--- config.mk ---
export PLATFORM = sky130hd
export DESIGN_NAME = nested_vectored_irq_ctrl
export DESIGN_NICKNAME = d
export VERILOG_FILES = /design/src/design/irq_ctrl_pkg.sv /design/src/design/nested_vectored_irq_ctrl.sv
export SDC_FILE = /design/constraint.sdc
export NUM_CORES = 1
export LEC_CHECK = 0
export ABC_AREA = 1
export BUFFER_PORTS_ARGS = -buffer_cell sky130_fd_sc_hd__buf_2
export CAP_MARGIN = 20
export CORE_AREA = 2 2 155 271
export DETAILED_ROUTE_END_ITERATION = 8
export DIE_AREA = 0 0 157 273
export GPL_ROUTABILITY_DRIVEN = 1
export PLACE_DENSITY = 0.8
export SLEW_MARGIN = 30
export SYNTH_ARGS = -nofsm -noshare
export SYNTH_HDL_FRONTEND = slang
export SYNTH_SLANG_ARGS = --single-unit
--- constraint.sdc ---
create_clock -name i_ref_clk -period 89.5 [get_ports i_ref_clk]
set_input_delay 26.85 -clock i_ref_clk [delete_from_list [all_inputs] [get_ports i_ref_clk]]
set_output_delay 26.85 -clock i_ref_clk [all_outputs]
set_load 0.01 [all_outputs]
--- src/design/irq_ctrl_pkg.sv ---
// Shared constants and carriers for the vectored interrupt controller
package irq_ctrl_pkg;
	localparam int NUM_SRC = 32;
	localparam int SRC_W = 5;
	localparam int PRIO_FIELD_W = 8;
	localparam int PRIO_W = 3;
	localparam int PRIO_LSB = PRIO_FIELD_W - PRIO_W;
	localparam int GROUP_W = 3;
	localparam int DEPTH_W = 6;
	localparam int ADDR_W = 32;
	localparam int VEC_STRIDE = 4;
	localparam logic [ADDR_W-1:0] VEC_BASE_RST = 32'h0000_0040;
	localparam logic [PRIO_W-1:0] PRIO_ZERO = 3'h0;
	localparam logic [DEPTH_W-1:0] DEPTH_ZERO = 6'h00;
	localparam logic [DEPTH_W-1:0] DEPTH_ONE = 6'h01;

	// Software command to the controller, one per cycle
	typedef enum logic [2:0] {
		CMD_NONE,
		CMD_ENABLE,
		CMD_DISABLE,
		CMD_PEND_SET,
		CMD_PEND_CLEAR,
		CMD_SET_PRIO,
		CMD_SET_GROUP,
		CMD_SET_THRESH
	} cmd_e;

	typedef struct packed {
		cmd_e op;
		logic [SRC_W-1:0] src;
		logic [PRIO_FIELD_W-1:0] value;
	} cmd_s;

	// Request from controller to core
	typedef struct packed {
		logic valid;
		logic [SRC_W-1:0] src;
		logic [ADDR_W-1:0] handler;
	} irq_req_s;
endpackage

--- src/design/nested_vectored_irq_ctrl.sv ---
// Prioritizing vectored interrupt controller for 32 sources
module nested_vectored_irq_ctrl #(
	parameter int NSRC = irq_ctrl_pkg::NUM_SRC
) (
	input wire logic i_ref_clk,
	input wire logic i_rst_n,
	input wire logic [NSRC-1:0] i_irq,
	input wire irq_ctrl_pkg::cmd_s i_cmd,
	input wire logic i_global_mask,
	input wire logic [irq_ctrl_pkg::ADDR_W-1:0] i_vec_base,
	input wire logic i_core_ack,
	input wire logic i_core_ret,
	output irq_ctrl_pkg::irq_req_s o_irq_req,
	output logic o_in_handler,
	output logic o_may_exit,
	output logic [irq_ctrl_pkg::DEPTH_W-1:0] o_nest_depth,
	output logic [NSRC-1:0] o_pending,
	output logic [NSRC-1:0] o_active
);
	localparam int PW = irq_ctrl_pkg::PRIO_W;

	// Core handshake, as seen from here:
	//   request is a registered level, refreshed every cycle
	//   an ack on a valid cycle takes the presented source
	//   valid drops for one cycle after each ack
	//   a return pops one nesting level; ignored at depth zero
	//   a return in the same cycle as an ack is ignored
	// Why the one-cycle gap: the winner is rescanned from
	// the updated pending and active sets before it is shown again,
	// so a taken source is never offered twice.
	// Grouping: setting g keeps the top g level bits for
	// preemption; the rest only order tail-chained requests.
	// Threshold zero means no level masking at all.
	// Global mask gates the request line and nothing else.
	// Depth counter is wide enough for every source nested,
	// since an active source is never eligible again.
	// Limitation: source edges are caught against the previous
	// cycle only; a pulse shorter than one clock may be lost.
	// Limitation: a return clears every active source of the
	// returning level, so equal levels never stack on one another.
	// Trade-off: the full scan is one long compare chain;
	// cheap in flip-flops, but it sets the clock limit.

	// Preempt part of a level: subpriority bits forced to zero
	function automatic logic [PW-1:0] preempt_of(input logic [PW-1:0] p, input logic [PW-1:0] grp);
		logic [PW-1:0] m;
		m = '1;
		if (grp < PW[PW-1:0])
			m = m << (PW[PW-1:0] - grp);
		return p & m;
	endfunction

	// Level kept from a priority byte: only its top bits take part
	function automatic logic [PW-1:0] prio_level(input logic [irq_ctrl_pkg::PRIO_FIELD_W-1:0] v);
		return v[irq_ctrl_pkg::PRIO_FIELD_W-1:irq_ctrl_pkg::PRIO_LSB];
	endfunction

	// Per-source state: mask, pending, in service, last input level
	logic [NSRC-1:0] enable_q, enable_d;
	logic [NSRC-1:0] pend_q, pend_d;
	logic [NSRC-1:0] active_q, active_d;
	logic [NSRC-1:0] irq_q;

	// Per-source level and the two global settings
	logic [PW-1:0] prio_q [NSRC], prio_d [NSRC];
	logic [PW-1:0] group_q, group_d;
	logic [PW-1:0] thresh_q, thresh_d;

	// Nesting record: depth and the level run at each depth
	logic [irq_ctrl_pkg::DEPTH_W-1:0] depth_q, depth_d;
	logic [PW-1:0] run_prio_q [NSRC+1], run_prio_d [NSRC+1];

	// Registered request to the core
	irq_ctrl_pkg::irq_req_s req_q, req_d;

	logic [NSRC-1:0] eligible;
	logic win_valid;
	logic [irq_ctrl_pkg::SRC_W-1:0] win_src;
	logic [PW-1:0] win_prio;

	// Eligible: pending, enabled, not active, under threshold; peripheral enables live outside
	always_comb begin
		for (int i = 0; i < NSRC; i++) begin
			eligible[i] = pend_q[i] && enable_q[i] && !active_q[i]
				&& (thresh_q == irq_ctrl_pkg::PRIO_ZERO || prio_q[i] < thresh_q);
		end
	end

	// Strict less-than scan from index 0 so ties keep the lower number
	// One compare per source across all levels
	always_comb begin
		win_valid = 1'b0;
		win_src = '0;
		win_prio = '1;
		for (int i = 0; i < NSRC; i++) begin
			if (eligible[i] && (!win_valid || prio_q[i] < win_prio)) begin
				win_valid = 1'b1;
				win_src = i[irq_ctrl_pkg::SRC_W-1:0];
				win_prio = prio_q[i];
			end
		end
	end

	// Preempt only on strictly better preempt group; equal group waits to tail-chain
	logic can_take;
	always_comb begin
		if (depth_q == irq_ctrl_pkg::DEPTH_ZERO)
			can_take = win_valid;
		else
			can_take = win_valid && (preempt_of(win_prio, group_q)
				< preempt_of(run_prio_q[depth_q], group_q));
	end

	// Table offset of the winner, cut to the address width on purpose
	logic [irq_ctrl_pkg::ADDR_W-1:0] win_offset;
	always_comb begin
		win_offset = irq_ctrl_pkg::ADDR_W'(win_src) * irq_ctrl_pkg::ADDR_W'(irq_ctrl_pkg::VEC_STRIDE);
	end

	// Next-state for configuration, pending, nesting and request
	always_comb begin
		enable_d = enable_q;
		pend_d = pend_q | (i_irq & ~irq_q);
		active_d = active_q;
		prio_d = prio_q;
		group_d = group_q;
		thresh_d = thresh_q;
		depth_d = depth_q;
		run_prio_d = run_prio_q;
		req_d = req_q;

		// Software command; one per cycle, but an acceptance below overrides its pending write to the taken source
		unique case (i_cmd.op)
			irq_ctrl_pkg::CMD_NONE: ;
			irq_ctrl_pkg::CMD_ENABLE: enable_d[i_cmd.src] = 1'b1;
			irq_ctrl_pkg::CMD_DISABLE: enable_d[i_cmd.src] = 1'b0;
			irq_ctrl_pkg::CMD_PEND_SET: pend_d[i_cmd.src] = 1'b1;
			irq_ctrl_pkg::CMD_PEND_CLEAR: pend_d[i_cmd.src] = i_irq[i_cmd.src] & ~irq_q[i_cmd.src];
			irq_ctrl_pkg::CMD_SET_PRIO: prio_d[i_cmd.src] = prio_level(i_cmd.value);
			irq_ctrl_pkg::CMD_SET_GROUP: group_d = i_cmd.value[PW-1:0];
			irq_ctrl_pkg::CMD_SET_THRESH: thresh_d = prio_level(i_cmd.value);
		endcase
		// Acceptance: push nesting record, drop pending of taken source
		if (req_q.valid && i_core_ack) begin
			pend_d[req_q.src] = i_irq[req_q.src] & ~irq_q[req_q.src];
			active_d[req_q.src] = 1'b1;
			depth_d = depth_q + irq_ctrl_pkg::DEPTH_ONE;
			run_prio_d[depth_d] = prio_q[req_q.src];
		end else if (i_core_ret && depth_q != irq_ctrl_pkg::DEPTH_ZERO) begin
			// Return: pop one level, free every source run at it
			depth_d = depth_q - irq_ctrl_pkg::DEPTH_ONE;
			for (int i = 0; i < NSRC; i++) begin
				if (active_q[i] && prio_q[i] == run_prio_q[depth_q]) begin
					active_d[i] = 1'b0;
				end
			end
		end
		// Request refreshed every cycle; global mask gates only this line
		req_d.valid = can_take && !i_global_mask && !(req_q.valid && i_core_ack);
		// Source and handler follow the winner even while masked
		req_d.src = win_src;
		req_d.handler = i_vec_base + win_offset;
	end

	// State registers, all cleared by reset
	always_ff @(posedge i_ref_clk or negedge i_rst_n) begin
		if (!i_rst_n) begin
			enable_q <= '0;
			pend_q <= '0;
			active_q <= '0;
			irq_q <= '0;
			group_q <= irq_ctrl_pkg::PRIO_ZERO;
			thresh_q <= irq_ctrl_pkg::PRIO_ZERO;
			depth_q <= irq_ctrl_pkg::DEPTH_ZERO;
			req_q <= '0;
			for (int i = 0; i < NSRC; i++) begin
				prio_q[i] <= irq_ctrl_pkg::PRIO_ZERO;
			end
			for (int i = 0; i <= NSRC; i++) begin
				run_prio_q[i] <= irq_ctrl_pkg::PRIO_ZERO;
			end
		end else begin
			enable_q <= enable_d;
			pend_q <= pend_d;
			active_q <= active_d;
			irq_q <= i_irq;
			group_q <= group_d;
			thresh_q <= thresh_d;
			depth_q <= depth_d;
			req_q <= req_d;
			prio_q <= prio_d;
			run_prio_q <= run_prio_d;
		end
	end

	// Exit permitted only at depth one with nothing eligible
	// Exit flag is combinational so a late pending still blocks it
	assign o_irq_req = req_q;
	assign o_nest_depth = depth_q;
	assign o_in_handler = depth_q != irq_ctrl_pkg::DEPTH_ZERO;
	assign o_may_exit = depth_q == irq_ctrl_pkg::DEPTH_ONE && !win_valid;
	assign o_pending = pend_q;
	assign o_active = active_q;
endmodule

==> impl_results.md <==
* TritonCTS buffer count at 37
* Syn nets at 3612
* Result of the run: completed
* Worst-path fanout max at 33
* Relative max-transition margin at 28.5%
* Largest stage delay, worst path at 0.60 ns
* Most used routing layer: met2
* Max VDD drop at 0.0327 mV
* Library cells used by synthesis at 49
* Hold-fix buffers at CTS at 0
* Number of DRC markers after the initial detailed-route iteration at 2332
* Level count of the clock H-tree at 2
* CTS tree: yes
* Share of post-route cells with drive strength above 1 at 11.8%
* Post-route core utilization at 67.6%
* Worst-case clock skew at 0.0263 ns
* First-pass GRT wire length at 142000 um
* Initial Util at 60.4%
* Met2 Usage GRT at 73.0%
* Max capacitance violation total at 0
* Count of instances resized after the clock tree is built at 0
* Number of rows created at floorplan at 98
* Most frequently used cell type in the post-synthesis netlist: sky130_fd_sc_hd__nand2_1
* Post-detailed-route wirelength per cell at 22.6 um
* Clock slew at reported path FFs at 0.06 ns
* Met1 demand-to-capacity share in global routing at 42.7%
* Detail-routed via count per cell at 6.31
* HPWL after DPL at 66300 um
* Aggregate routed wire length at 94200 um
* Instance area at placement at 26100 um2
* Final non-filler cell total at 4163
* Vertical die dimension at 273 um
* Synthesized area at 24500 um2
* Summed negative setup slack over all endpoints at 0 ns
* Post-synthesis area per instance at 7.17 um2
* Leakage power at 13.5 nW
* Number of fill cells in the layout at 3525
* Buffer depth of the longest clock path at 3
* Port buffer count at 192
* Slew Limit Fails at 0
* Pwr/cell area at 33.0 nW/um2
* Post-CTS setup buffers at 0
* Count of state elements after synthesis at 373
* Post-route fraction of the period consumed by the critical path at 43.2%
* Pin count of the biggest net entering global routing at 98
* Startpoint class of the critical path: flop
* Critical path data arrival time at 11.85 ns
* Class of the worst hold path: flop to flop
* RSZ-0062 raised after global routing: no
* Main area contributors after synthesis: sky130_fd_sc_hd__dfrtp_1, sky130_fd_sc_hd__nand2_1, sky130_fd_sc_hd__o21ai_0
* Storage element area at 9330 um2
* Number of setup violations in the final report at 0
* Largest area contributor in the synthesized netlist: sky130_fd_sc_hd__dfrtp_1
* Critical Path Most Common Cell: sky130_fd_sc_hd__or2_2
* Area inside the core boundary at 40600 um2
* Placed Instances at 4096
* First-pass detailed-route iteration total at 6
* Pre-CTS setup slack at 51.58 ns
* P&R area growth vs syn at 11.9%
* Post-route cell area at 27400 um2
* Clock sink count at 373
* Cells after synthesis at 3419
* Remaining antenna violation count after routing at 0
* Highest achievable clock rate at 25.8 MHz
* Number of synthesized flops with an enable pin at 0
* Die footprint at 42900 um2
* Routability congestion estimate from global placement at 1.02
* Proportion of netlist area held by the largest area contributor at 38.1%
* I/O pin total at 195
* Reg2Reg Depth at 270
* Synth async-reset ratio at 100%
* Sort of element at the end of the critical path: output pin
* Hold Path Stages at 2
* Slew at the pin closest to its max-slew limit at 1.06 ns
* Critical setup path kind: flop to output pin
* Portion of the post-synthesis area used by sequential elements at 38.1%
* Clock root buffer: sky130_fd_sc_hd__clkbuf_16
* Number of antenna cells inserted at 0
* # DRC at 0
* Final #Nets at 3778
* Multi-input combinational cell area at 13100 um2
* Slowest-stage cell, CP: sky130_fd_sc_hd__nand2_4
* Met3 usage in global routing at 9.09%
* Top flip-flop cell by instance count after synthesis: sky130_fd_sc_hd__dfrtp_1
* Clock latency reported for the late side of the worst-skew pair at 0.57 ns
* Synth cell count leaders: sky130_fd_sc_hd__nand2_1, sky130_fd_sc_hd__inv_1, sky130_fd_sc_hd__dfrtp_1
* Horizontal extent of the die at 157 um
* GRT Overall Usage at 43.6%
* PnR worst setup slack at 50.80 ns
* Final Hold Viols at 0
* Yosys warning total at 0
* Count of vias placed by the detailed router at 26.2k
* Vias in the first global route at 26.5k
* Minimum clock period at 38.70 ns
* Number of antenna violations at the first check in global routing at 2
* WP data required at 62.65 ns
* GR Overflow Total at 0
[worst max-delay path, delay by kind of cell (launching register included)]
family,cells,cell delay [ns]
flops,1,0.37
buf+inv,6,0.74
compound gates,1,0.33
simple gates,33,9.82
[state kept, by name (all words and copies together), names as in the netlist, named ones only]
name          count
group_q           3
irq_q            32
o_active         32
o_irq_req        38
o_nest_depth      6
o_pending        32
prio_q           96
run_prio_q       99
thresh_q          3
[stage by stage]
step,hold slack (ns),total power [mW]
after global placement,0.461,0.697
after detailed placement,0.469,0.715
after global routing,0.505,0.962
after floorplan,0.448,0.557
final,0.488,0.906
after CTS,0.485,0.887
[layout make-up]
type                       instances  area share (%)
timing repair buffer             228            4.55
tap                              550            2.51
sequential                       373            34.0
clock inverter                    10           0.662
inverter                         462            6.32
multi-input combinational       2483            47.8
clock buffer                      57            4.06
[power breakdown]
part	switching (mW)	total, mW	leakage (nW)	internal, mW
registers	0.0258	0.221	4.60	0.196
clock network	0.0716	0.172	0.631	0.100
logic	0.356	0.512	8.23	0.156
[cells in the final DEF, fill, tap and decap left out, drive strengths merged, types with 8 or more instances in the layout]
cell	instances
a221oi	22
a2111oi	8
xor2	33
o21ai	355
dfrtp	373
nor3	25
a31oi	35
nand2	875
nand4	16
o211ai	20
nor2	198
a21oi	261
buf	228
xnor2	12
clkbuf	57
o22ai	121
or2	35
nand3	266
ha	107
o21a	23
a22oi	33
inv	429
clkinv	37
[final timing paths]
| path | startpoint | end | slack (ns) |
|---|---|---|---|
| min | run_prio_q[81] | run_prio_q[81] | 0.49 |
| max in group asynchronous | i_rst_n | prio_q[29] | 60.36 |
| max reg2reg | thresh_q[2] | o_irq_req[29] | 53.57 |
| min reg2reg | run_prio_q[81] | run_prio_q[81] | 0.49 |
| min in group asynchronous | i_rst_n | run_prio_q[60] | 26.27 |
| max | thresh_q[2] | o_may_exit | 50.80 |
[logic make-up after synthesis]
family	count (synthesis)	share of synthesized area (%)
mux	4	0.179
simple gates	1427	25.2
flops	373	38.1
fa+ha+maj	108	5.54
xor+xnor	45	1.61
buf+inv	563	8.64
compound gates	899	20.8
[layer usage]
| layer | vias to the layer above | wire, um |
|---|---|---|
| met4 | 2 | 11700 |
| met1 | 12109 | 29500 |
| met3 | 666 | 8410 |
| li1 | 11810 | - |
| met5 | - | 10 |
| met2 | 1661 | 44500 |
Note: power is estimated with default switching activity, not from simulation.
